## config.mk

```make
export PLATFORM = sky130hd
export DESIGN_NAME = jmm_jog
export DESIGN_NICKNAME = d
export VERILOG_FILES = /design/src/jmm_cnt.v /design/src/jmm_jog.v
export VERILOG_INCLUDE_DIRS = /design/src
export SDC_FILE = /design/constraint.sdc
export NUM_CORES = 1
export LEC_CHECK = 0
export BUFFER_PORTS_ARGS = -buffer_cell sky130_fd_sc_hd__buf_2
export CORE_MARGIN = 2
export CORE_UTILIZATION = 55
export CTS_CLUSTER_SIZE = 20
export DETAILED_ROUTE_END_ITERATION = 10
export PLACE_DENSITY = 0.85
export SYNTH_ARGS = -nofsm -noshare
export SYNTH_HDL_FRONTEND = slang
export SYNTH_HIERARCHICAL = 1
export SYNTH_SLANG_ARGS = --single-unit
```

## constraint.sdc

```tcl
create_clock -name clk_sys -period 3.8 [get_ports clk_sys]
set_clock_uncertainty 0.1 [all_clocks]
set_input_delay 0.57 -clock clk_sys [delete_from_list [all_inputs] [get_ports clk_sys]]
set_output_delay 0.57 -clock clk_sys [all_outputs]
set_load 0.03 [all_outputs]
```

## src/jmm_regs.vh

```
// Constants of the jog mode sequencer: parameter addresses, reset values,
// field positions, limits and timing.
// Assumes inclusion by bare name from the design files.
`ifndef JMM_REGS_VH
`define JMM_REGS_VH

// ************************************************************
// Parameter addresses (fieldbus parameter port)
// ************************************************************
`define JMM_ADDR_MODE_SELECT 16'h1b06
`define JMM_ADDR_JOG_CMD 16'h1b12
`define JMM_ADDR_SLOW_SPEED 16'h2908
`define JMM_ADDR_FAST_SPEED 16'h290a
`define JMM_ADDR_STEP_DIST 16'h290e
`define JMM_ADDR_STEP_PAUSE 16'h2910

// ************************************************************
// Reset values
// ************************************************************
`define JMM_RST_MODE_SELECT 16'h0000
`define JMM_RST_JOG_CMD 16'h0000
`define JMM_RST_SLOW_SPEED 16'h003c
`define JMM_RST_FAST_SPEED 16'h00b4
`define JMM_RST_STEP_DIST 32'h00000014
`define JMM_RST_STEP_PAUSE 16'h01f4

// ************************************************************
// Fields and limits
// ************************************************************
`define JMM_CMD_POS_BIT 0
`define JMM_CMD_NEG_BIT 1
`define JMM_CMD_FAST_BIT 2
`define JMM_CMD_MAX 16'h0007
`define JMM_MODE_JOG 16'hffff
`define JMM_MODE_MIN 16'hfffc
`define JMM_MODE_MAX 16'h0006
`define JMM_SPEED_MIN 16'h0001
`define JMM_SPEED_MAX 16'h3390
`define JMM_DIST_MAX 32'h7fffffff
`define JMM_PAUSE_MIN 16'h0001
`define JMM_PAUSE_MAX 16'h7fff

// ************************************************************
// Timing
// ************************************************************
`define JMM_CLK_PERIOD_PS 5000
`define JMM_MS_PS 1000000000
`define JMM_PRESC_W 18

`endif

```

## src/jmm_cnt.v

```verilog
// Loadable down counter with a zero flag.
// Assumes one clock and an asynchronous active-low reset.
`timescale 1ns/1ps
module jmm_cnt #(
	parameter W = 16
) (
	input wire clk_sys,
	input wire reset_n,
	input wire load,
	input wire [W-1:0] load_val,
	input wire dec,
	output wire zero
);
	reg [W-1:0] cnt_r;

	always @(posedge clk_sys or negedge reset_n) begin
		if (!reset_n) begin
			cnt_r <= {W{1'b0}};
		end else if (load) begin
			cnt_r <= load_val;
		end else if (dec && (cnt_r != {W{1'b0}})) begin
			cnt_r <= cnt_r - {{(W-1){1'b0}}, 1'b1};
		end
	end

	assign zero = (cnt_r == {W{1'b0}});
endmodule

```

## src/jmm_jog.v

```verilog
// Jog operating mode sequencer: parameter store, request decoding and
// step / pause / continuous motion sequencing.
// Assumes a motion profile generator downstream that follows run, direction
// and speed, and reports standstill and one pulse per user unit travelled.
// Behaviour
// - Continuous jog runs while request held
// - Brief step request moves step distance once
// - Held step: step, pause, then continuous
// - Input zero enables power, one clears fault
// - Input two negative, input three positive
// - Mode code activates jog, command starts motion
// - Command bits: positive, negative, fast select
// - Both directions while idle start nothing
// - Both directions while running are ignored
// - Command accepts 0 to 7, immediate
// - Status bits 10 and 12 reserved
// - Ends at standstill with stop cause
// - Fast/slow input picks speed on inputs
// - Slow speed 1..13200, default 60, clamped
// - Fast speed 1..13200, default 180, clamped
// - Step distance 0..max, default 20, next move
// - Pause 1..32767 ms, default 500, next move
// - Mode -1 selects jog, starts with power
`timescale 1ns/1ps
`include "jmm_regs.vh"
module jmm_jog #(
	parameter MS_CYCLES = `JMM_MS_PS / `JMM_CLK_PERIOD_PS
) (
	input wire clk_sys,
	input wire reset_n,
	input wire par_wr,
	input wire par_rd,
	input wire [15:0] par_addr,
	input wire [31:0] par_wdata,
	output reg [31:0] par_rdata,
	output reg par_ack,
	output reg par_err,
	input wire cfg_di_enable,
	input wire cfg_di_fault_reset,
	input wire cfg_di_jog,
	input wire cfg_di_fast_slow,
	input wire enable_input,
	input wire fault_clear_input,
	input wire negative_direction_input,
	input wire positive_direction_input,
	input wire fast_slow_input,
	input wire jog_method_step,
	input wire halt_req,
	input wire quick_stop_req,
	input wire fault_active,
	input wire motor_standstill,
	input wire unit_moved,
	input wire [15:0] ramp_speed_limit,
	output reg power_stage_en,
	output reg fault_reset_pulse,
	output wire jog_mode_active,
	output reg motion_run,
	output reg motion_dir_neg,
	output reg [15:0] speed_ref,
	output reg [1:0] status_mode_bits,
	output reg [2:0] jog_state
);
	// ************************************************************
	// States
	// ************************************************************
	localparam ST_IDLE = 3'h0;
	localparam ST_STEP = 3'h1;
	localparam ST_PAUSE = 3'h2;
	localparam ST_CONT = 3'h3;
	localparam ST_STOP = 3'h4;

	localparam integer PRESC_INT = MS_CYCLES - 1;
	localparam [`JMM_PRESC_W-1:0] PRESC_LOAD = PRESC_INT[`JMM_PRESC_W-1:0];

	// ************************************************************
	// Parameter store
	// ************************************************************
	reg [15:0] mode_select_r;
	reg [15:0] jog_cmd_r;
	reg [15:0] slow_speed_r;
	reg [15:0] fast_speed_r;
	reg [31:0] step_dist_r;
	reg [15:0] step_pause_r;
	reg wr_ok;
	reg hit;

	always @* begin
		hit = 1'b1;
		wr_ok = 1'b0;
		case (par_addr)
		`JMM_ADDR_MODE_SELECT: begin
			wr_ok = ($signed(par_wdata[15:0]) >= $signed(`JMM_MODE_MIN)) &&
				($signed(par_wdata[15:0]) <= $signed(`JMM_MODE_MAX));
		end
		`JMM_ADDR_JOG_CMD: begin
			wr_ok = (par_wdata[15:0] <= `JMM_CMD_MAX);
		end
		`JMM_ADDR_SLOW_SPEED, `JMM_ADDR_FAST_SPEED: begin
			wr_ok = (par_wdata[15:0] >= `JMM_SPEED_MIN) &&
				(par_wdata[15:0] <= `JMM_SPEED_MAX);
		end
		`JMM_ADDR_STEP_DIST: begin
			wr_ok = (par_wdata <= `JMM_DIST_MAX);
		end
		`JMM_ADDR_STEP_PAUSE: begin
			wr_ok = (par_wdata[15:0] >= `JMM_PAUSE_MIN) &&
				(par_wdata[15:0] <= `JMM_PAUSE_MAX);
		end
		default: begin
			hit = 1'b0;
		end
		endcase
	end

	always @(posedge clk_sys or negedge reset_n) begin
		if (!reset_n) begin
			mode_select_r <= `JMM_RST_MODE_SELECT;
			jog_cmd_r <= `JMM_RST_JOG_CMD;
			slow_speed_r <= `JMM_RST_SLOW_SPEED;
			fast_speed_r <= `JMM_RST_FAST_SPEED;
			step_dist_r <= `JMM_RST_STEP_DIST;
			step_pause_r <= `JMM_RST_STEP_PAUSE;
			par_rdata <= 32'h00000000;
			par_ack <= 1'b0;
			par_err <= 1'b0;
		end else begin
			par_ack <= par_wr | par_rd;
			par_err <= (par_wr | par_rd) & ~hit | par_wr & hit & ~wr_ok;
			if (par_wr && wr_ok) begin
				case (par_addr)
				`JMM_ADDR_MODE_SELECT: mode_select_r <= par_wdata[15:0];
				`JMM_ADDR_JOG_CMD: jog_cmd_r <= par_wdata[15:0];
				`JMM_ADDR_SLOW_SPEED: slow_speed_r <= par_wdata[15:0];
				`JMM_ADDR_FAST_SPEED: fast_speed_r <= par_wdata[15:0];
				`JMM_ADDR_STEP_DIST: step_dist_r <= par_wdata;
				`JMM_ADDR_STEP_PAUSE: step_pause_r <= par_wdata[15:0];
				default: mode_select_r <= mode_select_r;
				endcase
			end
			if (par_rd) begin
				case (par_addr)
				`JMM_ADDR_MODE_SELECT: par_rdata <= {16'h0000, mode_select_r};
				`JMM_ADDR_JOG_CMD: par_rdata <= {16'h0000, jog_cmd_r};
				`JMM_ADDR_SLOW_SPEED: par_rdata <= {16'h0000, slow_speed_r};
				`JMM_ADDR_FAST_SPEED: par_rdata <= {16'h0000, fast_speed_r};
				`JMM_ADDR_STEP_DIST: par_rdata <= step_dist_r;
				`JMM_ADDR_STEP_PAUSE: par_rdata <= {16'h0000, step_pause_r};
				default: par_rdata <= 32'h00000000;
				endcase
			end
		end
	end

	// ************************************************************
	// Discrete inputs: power stage and fault reset
	// ************************************************************
	reg enable_d_r;
	reg fault_clear_d_r;

	always @(posedge clk_sys or negedge reset_n) begin
		if (!reset_n) begin
			enable_d_r <= 1'b0;
			fault_clear_d_r <= 1'b0;
			power_stage_en <= 1'b0;
			fault_reset_pulse <= 1'b0;
		end else begin
			enable_d_r <= enable_input;
			fault_clear_d_r <= fault_clear_input;
			fault_reset_pulse <= cfg_di_fault_reset & fault_clear_input &
				~fault_clear_d_r;
			if (cfg_di_enable && enable_input && !enable_d_r) begin
				power_stage_en <= 1'b1;
			end else if (cfg_di_enable && !enable_input && enable_d_r) begin
				power_stage_en <= 1'b0;
			end else if (fault_active) begin
				power_stage_en <= 1'b0;
			end
		end
	end

	// ************************************************************
	// Request decoding
	// ************************************************************
	wire req_pos;
	wire req_neg;
	wire req_fast;
	wire stop_cause;
	wire jog_active_c;
	reg jog_active_r;

	assign jog_active_c = power_stage_en & (mode_select_r == `JMM_MODE_JOG);
	assign jog_mode_active = jog_active_r;
	assign req_pos = cfg_di_jog ? positive_direction_input :
		jog_cmd_r[`JMM_CMD_POS_BIT];
	assign req_neg = cfg_di_jog ? negative_direction_input :
		jog_cmd_r[`JMM_CMD_NEG_BIT];
	assign req_fast = (cfg_di_jog && cfg_di_fast_slow) ? fast_slow_input :
		jog_cmd_r[`JMM_CMD_FAST_BIT];
	assign stop_cause = halt_req | quick_stop_req | fault_active | ~jog_active_c;

	// ************************************************************
	// Step distance and pause timers
	// ************************************************************
	reg [15:0] pause_lat_r;
	wire dist_zero;
	wire presc_zero;
	wire pause_zero;
	wire step_load;
	wire pause_load;
	wire req_dir;
	wire [15:0] pause_lat_m1;

	assign req_dir = motion_dir_neg ? req_neg : req_pos;
	// Last ms tick of the prescaler ends the pause exactly
	assign pause_lat_m1 = pause_lat_r - 16'h0001;
	assign step_load = (jog_state == ST_IDLE);
	assign pause_load = (jog_state == ST_STEP);

	jmm_cnt #(.W(32)) u_dist (
		.clk_sys(clk_sys),
		.reset_n(reset_n),
		.load(step_load),
		.load_val(step_dist_r),
		.dec((jog_state == ST_STEP) & unit_moved),
		.zero(dist_zero)
	);

	jmm_cnt #(.W(`JMM_PRESC_W)) u_presc (
		.clk_sys(clk_sys),
		.reset_n(reset_n),
		.load(pause_load | presc_zero),
		.load_val(PRESC_LOAD),
		.dec(jog_state == ST_PAUSE),
		.zero(presc_zero)
	);

	jmm_cnt #(.W(16)) u_pause (
		.clk_sys(clk_sys),
		.reset_n(reset_n),
		.load(pause_load),
		.load_val(pause_lat_m1),
		.dec((jog_state == ST_PAUSE) & presc_zero),
		.zero(pause_zero)
	);

	// ************************************************************
	// Motion sequencer
	// ************************************************************
	reg [2:0] state_nxt;

	always @* begin
		state_nxt = jog_state;
		case (jog_state)
		ST_IDLE: begin
			if (!stop_cause && (req_pos ^ req_neg)) begin
				state_nxt = jog_method_step ? ST_STEP : ST_CONT;
			end
		end
		ST_STEP: begin
			if (stop_cause) begin
				state_nxt = ST_STOP;
			end else if (dist_zero) begin
				state_nxt = req_dir ? ST_PAUSE : ST_STOP;
			end
		end
		ST_PAUSE: begin
			if (stop_cause || !req_dir) begin
				state_nxt = ST_STOP;
			end else if (pause_zero && presc_zero) begin
				state_nxt = ST_CONT;
			end
		end
		ST_CONT: begin
			if (stop_cause || !req_dir) begin
				state_nxt = ST_STOP;
			end
		end
		ST_STOP: begin
			if (motor_standstill) begin
				state_nxt = ST_IDLE;
			end
		end
		default: begin
			state_nxt = ST_STOP;
		end
		endcase
	end

	always @(posedge clk_sys or negedge reset_n) begin
		if (!reset_n) begin
			jog_state <= ST_IDLE;
			motion_dir_neg <= 1'b0;
			pause_lat_r <= `JMM_RST_STEP_PAUSE;
			motion_run <= 1'b0;
			speed_ref <= 16'h0000;
			status_mode_bits <= 2'b00;
			jog_active_r <= 1'b0;
		end else begin
			jog_state <= state_nxt;
			jog_active_r <= jog_active_c;
			status_mode_bits <= 2'b00;
			if (jog_state == ST_IDLE) begin
				motion_dir_neg <= req_neg;
				pause_lat_r <= step_pause_r;
			end
			motion_run <= (state_nxt == ST_STEP) || (state_nxt == ST_CONT);
			if (req_fast) begin
				speed_ref <= (fast_speed_r > ramp_speed_limit) ?
					ramp_speed_limit : fast_speed_r;
			end else begin
				speed_ref <= (slow_speed_r > ramp_speed_limit) ?
					ramp_speed_limit : slow_speed_r;
			end
		end
	end
endmodule

```

# Word level (Yosys, flattened, before mapping)
# Index checks and enable logic that the tools add are counted.
# word_totals
register_bits,254
latch_bits,0
ramBits,0
romBits,0
input_bits,83
output_inout_bits,60
wordCells,135
mem_count,0
# op_classes
addsub,4
n_mul,0
n_div,0
magnitude_cmp,9
n_eq_ne,13
shift,0
mux,29
bitwise_logic,19
n_reduce_logical,39
# ops
op,n
32-bit one-hot mux with 6 select lines,1
16-bit two-way mux,5
"16-bit by 14-bit equality test with 1-bit output, second input constant",4
32-bit two-way mux,2
18-bit two-way mux,2
"16-bit by 13-bit equality test with 1-bit output, second input constant",2
16-bit > comparator,2
"32-bit by 31-bit <= comparator with 1-bit output, second input constant",1
32-bit zero test,1
32-bit nonzero test,1
"16-bit by 1-bit subtractor with 16-bit output, second input constant",2
"32-bit by 1-bit subtractor with 32-bit output, second input constant",1
3-bit two-way mux,8
18-bit zero test,1
18-bit nonzero test,1
"18-bit by 1-bit subtractor with 18-bit output, second input constant",1
"16-bit equality test, second input constant",1
"16-bit by 1-bit greater-or-equal comparator with 1-bit output, second input constant",1
"16-bit by 3-bit greater-or-equal comparator with 1-bit output, second input constant",1
"16-bit by 14-bit <= comparator with 1-bit output, second input constant",1
"16-bit by 15-bit <= comparator with 1-bit output, second input constant",1
"16-bit by 3-bit <= comparator with 1-bit output, second input constant",1
"16-bit by 4-bit <= comparator with 1-bit output, second input constant",1
16-bit zero test,1
other kinds (21),70

# Longest topological paths before layout
# logic_depth
word_depth,10
depth_mapped,11
mapped_depth_nobuf,9

# Modules after synthesis
# The synthesis kept the hierarchy.
# by_module_without_submodules
mod,instances,cells_each,area_each_um2,seq_area_each_um2
jmm_jog,1,790,9171.3,4732.0
jmm_cnt (u_dist),1,234,2067.0,800.8
jmm_cnt (u_presc),1,143,1217.4,450.4
jmm_cnt (u_pause),1,124,1063.5,400.4

# Worst setup path before layout
# Ideal clock, no wire load.
# synth_timing
kind,in2reg
start,in par_addr[9]
end,reg step_dist_r[10]
setup_time_ps,128
arrival_time_ps,2942
t_required_ps,3572
setup_slack_ps,631
cell_stages,9
n_path_buf,2
path_cell_list,or3b_1 -> or2_1 -> clkbuf_1 -> nor3_2 -> a222oi_1 -> a21bo_2 -> nor4_4 -> buf_4 -> mux2_1
# synth_via
elab_chain_cells,5
# synth_rtl
item,line_no,text
from (decl),jmm_jog.v:33,"input wire [15:0] par_addr,"
16-bit by 14-bit equality test with 1-bit output,jmm_jog.v:90,case (par_addr)
2-bit OR reduction,jmm_jog.v:90,
1-bit one-hot mux with 5 select lines,jmm_jog.v:90,
1-bit logical AND,jmm_jog.v:129,if (par_wr && wr_ok) begin
2-bit AND reduction (no source line) *,n/a,
to (signal assigned),jmm_jog.v:121,step_dist_r <= `JMM_RST_STEP_DIST;
to (signal assigned),jmm_jog.v:135,`JMM_ADDR_STEP_DIST: step_dist_r <= par_wdata;
to (decl),jmm_jog.v:82,reg [31:0] step_dist_r;
# Every way passes the cells marked *; elsewhere a longest branch is shown, timed or not.
# A chain may end at the register's enable or synchronous reset.

# Final worst setup path
# layout_timing
start,reg u_presc.cnt_r[6]
end,reg u_pause.cnt_r[11]
# layout_via
elab_chain_cells,4
# layout_rtl
item,line_no,text
from (decl),jmm_cnt.v:14,reg [W-1:0] cnt_r;
from (signal assigned),jmm_cnt.v:18,cnt_r <= {W{1'b0}};
from (signal assigned),jmm_cnt.v:20,cnt_r <= load_val;
from (signal assigned),jmm_cnt.v:22,"cnt_r <= cnt_r - {{(W-1){1'b0}}, 1'b1};"
18-bit zero test,jmm_cnt.v:26,assign zero = (cnt_r == {W{1'b0}});
via presc_zero,jmm_jog.v:206,wire presc_zero;
1-bit bitwise AND,jmm_jog.v:242,".dec((jog_state == ST_PAUSE) & presc_zero),"
1-bit logical AND,jmm_cnt.v:21,end else if (dec && (cnt_r != {W{1'b0}})) begin
2-bit nonzero test (no source line),n/a,
to (signal assigned),jmm_cnt.v:18,
to (signal assigned),jmm_cnt.v:20,
to (signal assigned),jmm_cnt.v:22,
to (decl),jmm_cnt.v:14,
# The timed path passes the listed nets, and every way through them passes these cells.

==> metrics.txt <==
global-route wire length before repair 59000 um; combined area of all synthesized cells 13500 sq um; Final Total Pwr 5.67 mW; insertion delay to the later sink of the worst-skew pair 530 ps; Slew Viols, Final 0; total routed wirelength 35900 um; H-tree levels 1; post-synthesis area per instance 10.5 sq um; most frequent cell after synthesis dfrtp_1; Synth warnings 6; number of library cell types mapped by synthesis 88; clock sinks 254; number of port buffers 140; total negative setup slack 0 ps; I/O pin count 143; overall routing resource usage 27.9%; crit path max-delay cell type or4_4; DIE WIDTH 161 um; count of non-filler cells in the finished layout 1792; clock buffer depth 3; cell chain of the critical path or4_4 -> or3_4 -> nor2_1 -> and2_1 -> nor4b_1 -> nand2_1 -> or4_1 -> a31oi_1; Seq/Total Area, Yosys 47.2%; Core Rows 57; start point of the critical path u_presc/cnt_r[6]$_DFFE_PN0P_; effective utilization at floorplan 55.8%; Hold Path Class input pin to flip-flop; initial antenna violation count 1; post-synthesis register bit count 254; Relative slew margins 47.9%; global route overflow 0; number of maximum-capacitance violations 0; number of global-route vias before repair 11300; maximum fanout count along the critical path 14; post-detail-place hpwl 25300 um; worst IR drop on VDD 0.277 mV; DRT iter0 DRCs 1355; area share of the largest cell type after synthesis 42.9%; post-placement cell count 1741; final period demand of the worst path 3330 ps; cell at the root of the clock tree clkbuf_16; count of nets left with antenna violations after detail routing 0; routed wirelength normalized by instance count 20.0 um; largest net degree at the start of global routing 97; DRC 0; clock buffers created by TritonCTS 27; routability congestion estimate 0.946; post-CTS setup-driven buffer insertion count 0; worst-case setup slack after placement 462 ps; arrival time at the worst endpoint 3680 ps; number of instances in the synthesized netlist 1291; Final WS setup 470 ps; area overhead of the layout relative to synthesis 15.5%; run status finished, final reports clean; main area contributors after synthesis dfrtp_1, mux2_1, dfstp_2, ha_1, mux2_2; Crit path depth 8; sort of element at the end of the critical path flip-flop; CTS tree built; die area 25900 sq um; clock edge transition at the registers on the reported setup and hold paths 70 ps; Worst Tran Pin Value 775 ps; height of the chip 161 um; final count of negative-setup-slack endpoints 0; number of enable flip-flop cells after synthesis 0; leakage component of the power 7.30 nW; worst path buffer plus inverter count 0; number of endpoints with negative hold slack in the final report 0; max frequency 300 MHz; top flip-flop cell by instance count after synthesis dfrtp_1; length in cells of the worst reg-to-reg path 8; async set-reset flop share out of synthesis 100%; library cell occupying the most area in the post-synthesis netlist dfrtp_1; via-per-instance ratio 6.41; share of the cycle needed by the critical path after routing 87.6%; type of the worst setup path flip-flop to flip-flop; type of element launching the critical path flip-flop; ratio of cells with drive above 1 in the final layout 22.4%; Crit path largest cell delay 560 ps; Critical R2R Launch u_presc/cnt_r[6]$_DFFE_PN0P_; unrepaired setup endpoints after global routing false; end of the worst register-to-register path u_pause/cnt_r[11]$_DFFE_PN0P_; most frequent cells after synthesis dfrtp_1, nor2_1, nand2_1; cell family contributing the most delay on the critical path simple AND/OR/NAND/NOR gates; standard cell core area 24200 sq um; number of vias after detailed routing 11500; required time at the endpoint of the critical path 4150 ps; # nets final 1566; first drt pass iteration count 7; Cell Pwr Density 363 nW/um^2; setup slack, reg-to-reg 470 ps; crit path to u_pause/cnt_r[11]$_DFFE_PN0P_
## layout by cell type (no fill, tap or decap), types with 29 or more instances in the layout
cell,n
dfrtp_1,232
mux2_2,36
o21ai_0,53
inv_1,58
a21oi_1,32
nor3_1,34
buf_2,139
ha_1,36
nand3_1,44
a31oi_1,39
nor2_1,85
mux2_1,57
nand2_1,79
buf_4,29
a222oi_1,34
## where the power goes
group / switching (mW) / internal [mW] / leakage (nW)
Sequential: 0.0160 / 2.72 / 3.37
Combinational: 0.193 / 0.0843 / 3.48
Clock: 1.08 / 1.58 / 0.455
Total: 1.29 / 4.39 / 7.30
## layer usage
layer / share of wire, % / GRT usage (%) / up-vias
met5: 0 / 0 / -
met3: 7.2 / 4.00 / 111
li1: - / - / 5240
met1: 41 / 37.6 / 5640
met2: 48 / 46.3 / 492
met4: 3.6 / 9.86 / 0
## sequential cells by signal, indices dropped and copies added (netlist names), 18 cells and up
signal and count:
u_dist/cnt_r 32, u_presc/cnt_r 18, step_dist_r 32, par_rdata 32
## stage by stage
stage / utilization (%) / hold WS (ps) / area (sq um)
6_report: 64.4 / 56.2 / 15600
3_3_place_gp: 60.6 / 281 / 14700
4_1_cts: 64.4 / 49.0 / 15600
3_5_place_dp: 60.6 / 294 / 14700
5_1_grt: 64.4 / 45.6 / 15600
2_1_floorplan: - / 174 / 13600
## area by class of cell
type | instances | area [sq um]
Fill cell | 1816 | 8630
Multi-Input combinational cell | 932 | 6710
Sequential cell | 254 | 6380
Timing Repair Buffer | 172 | 978
Clock buffer | 39 | 831
Tap cell | 324 | 405
Inverter | 60 | 225
Clock inverter | 10 | 80.1
Antenna cell | 1 | 2.50
## logic make-up (layout without fill, tap and decap cells)
kind of cell / after synthesis / count (layout) / share of synthesized area (%)
simple gates: 439 / 439 / 18.2
compound gates: 314 / 314 / 17.4
flops: 254 / 254 / 47.2
buf+inv: 123 / 281 / 3.90
mux: 99 / 99 / 8.28
fa+ha+maj: 36 / 36 / 3.33
xor+xnor: 24 / 24 / 1.55
other cells: 2 / 21 / 0.0556
## worst min-delay path by stage
stage / from / end / slack (ps) / cells after the start
final: fault_clear_input / fault_clear_d_r$_DFF_PN0_ / 60 / 1
after global routing: fault_clear_input / fault_clear_d_r$_DFF_PN0_ / 50 / 1
after CTS: fault_clear_input / fault_clear_d_r$_DFF_PN0_ / 50 / 1
after detailed placement: fault_clear_d_r$_DFF_PN0_ / fault_reset_pulse$_DFF_PN0_ / 290 / 1
after global placement: fault_clear_d_r$_DFF_PN0_ / fault_reset_pulse$_DFF_PN0_ / 280 / 1
after floorplan: reset_n / enable_d_r$_DFF_PN0_ / 170 / 0
## repair_timing
action / CTS / global route
hold buffers: 1 / 0
hold endpoints to repair: 23 / 0
resized for setup: 0 / 0
endpoints found under the setup margin: 0 / 0
Power figures use the tool's default switching activity.
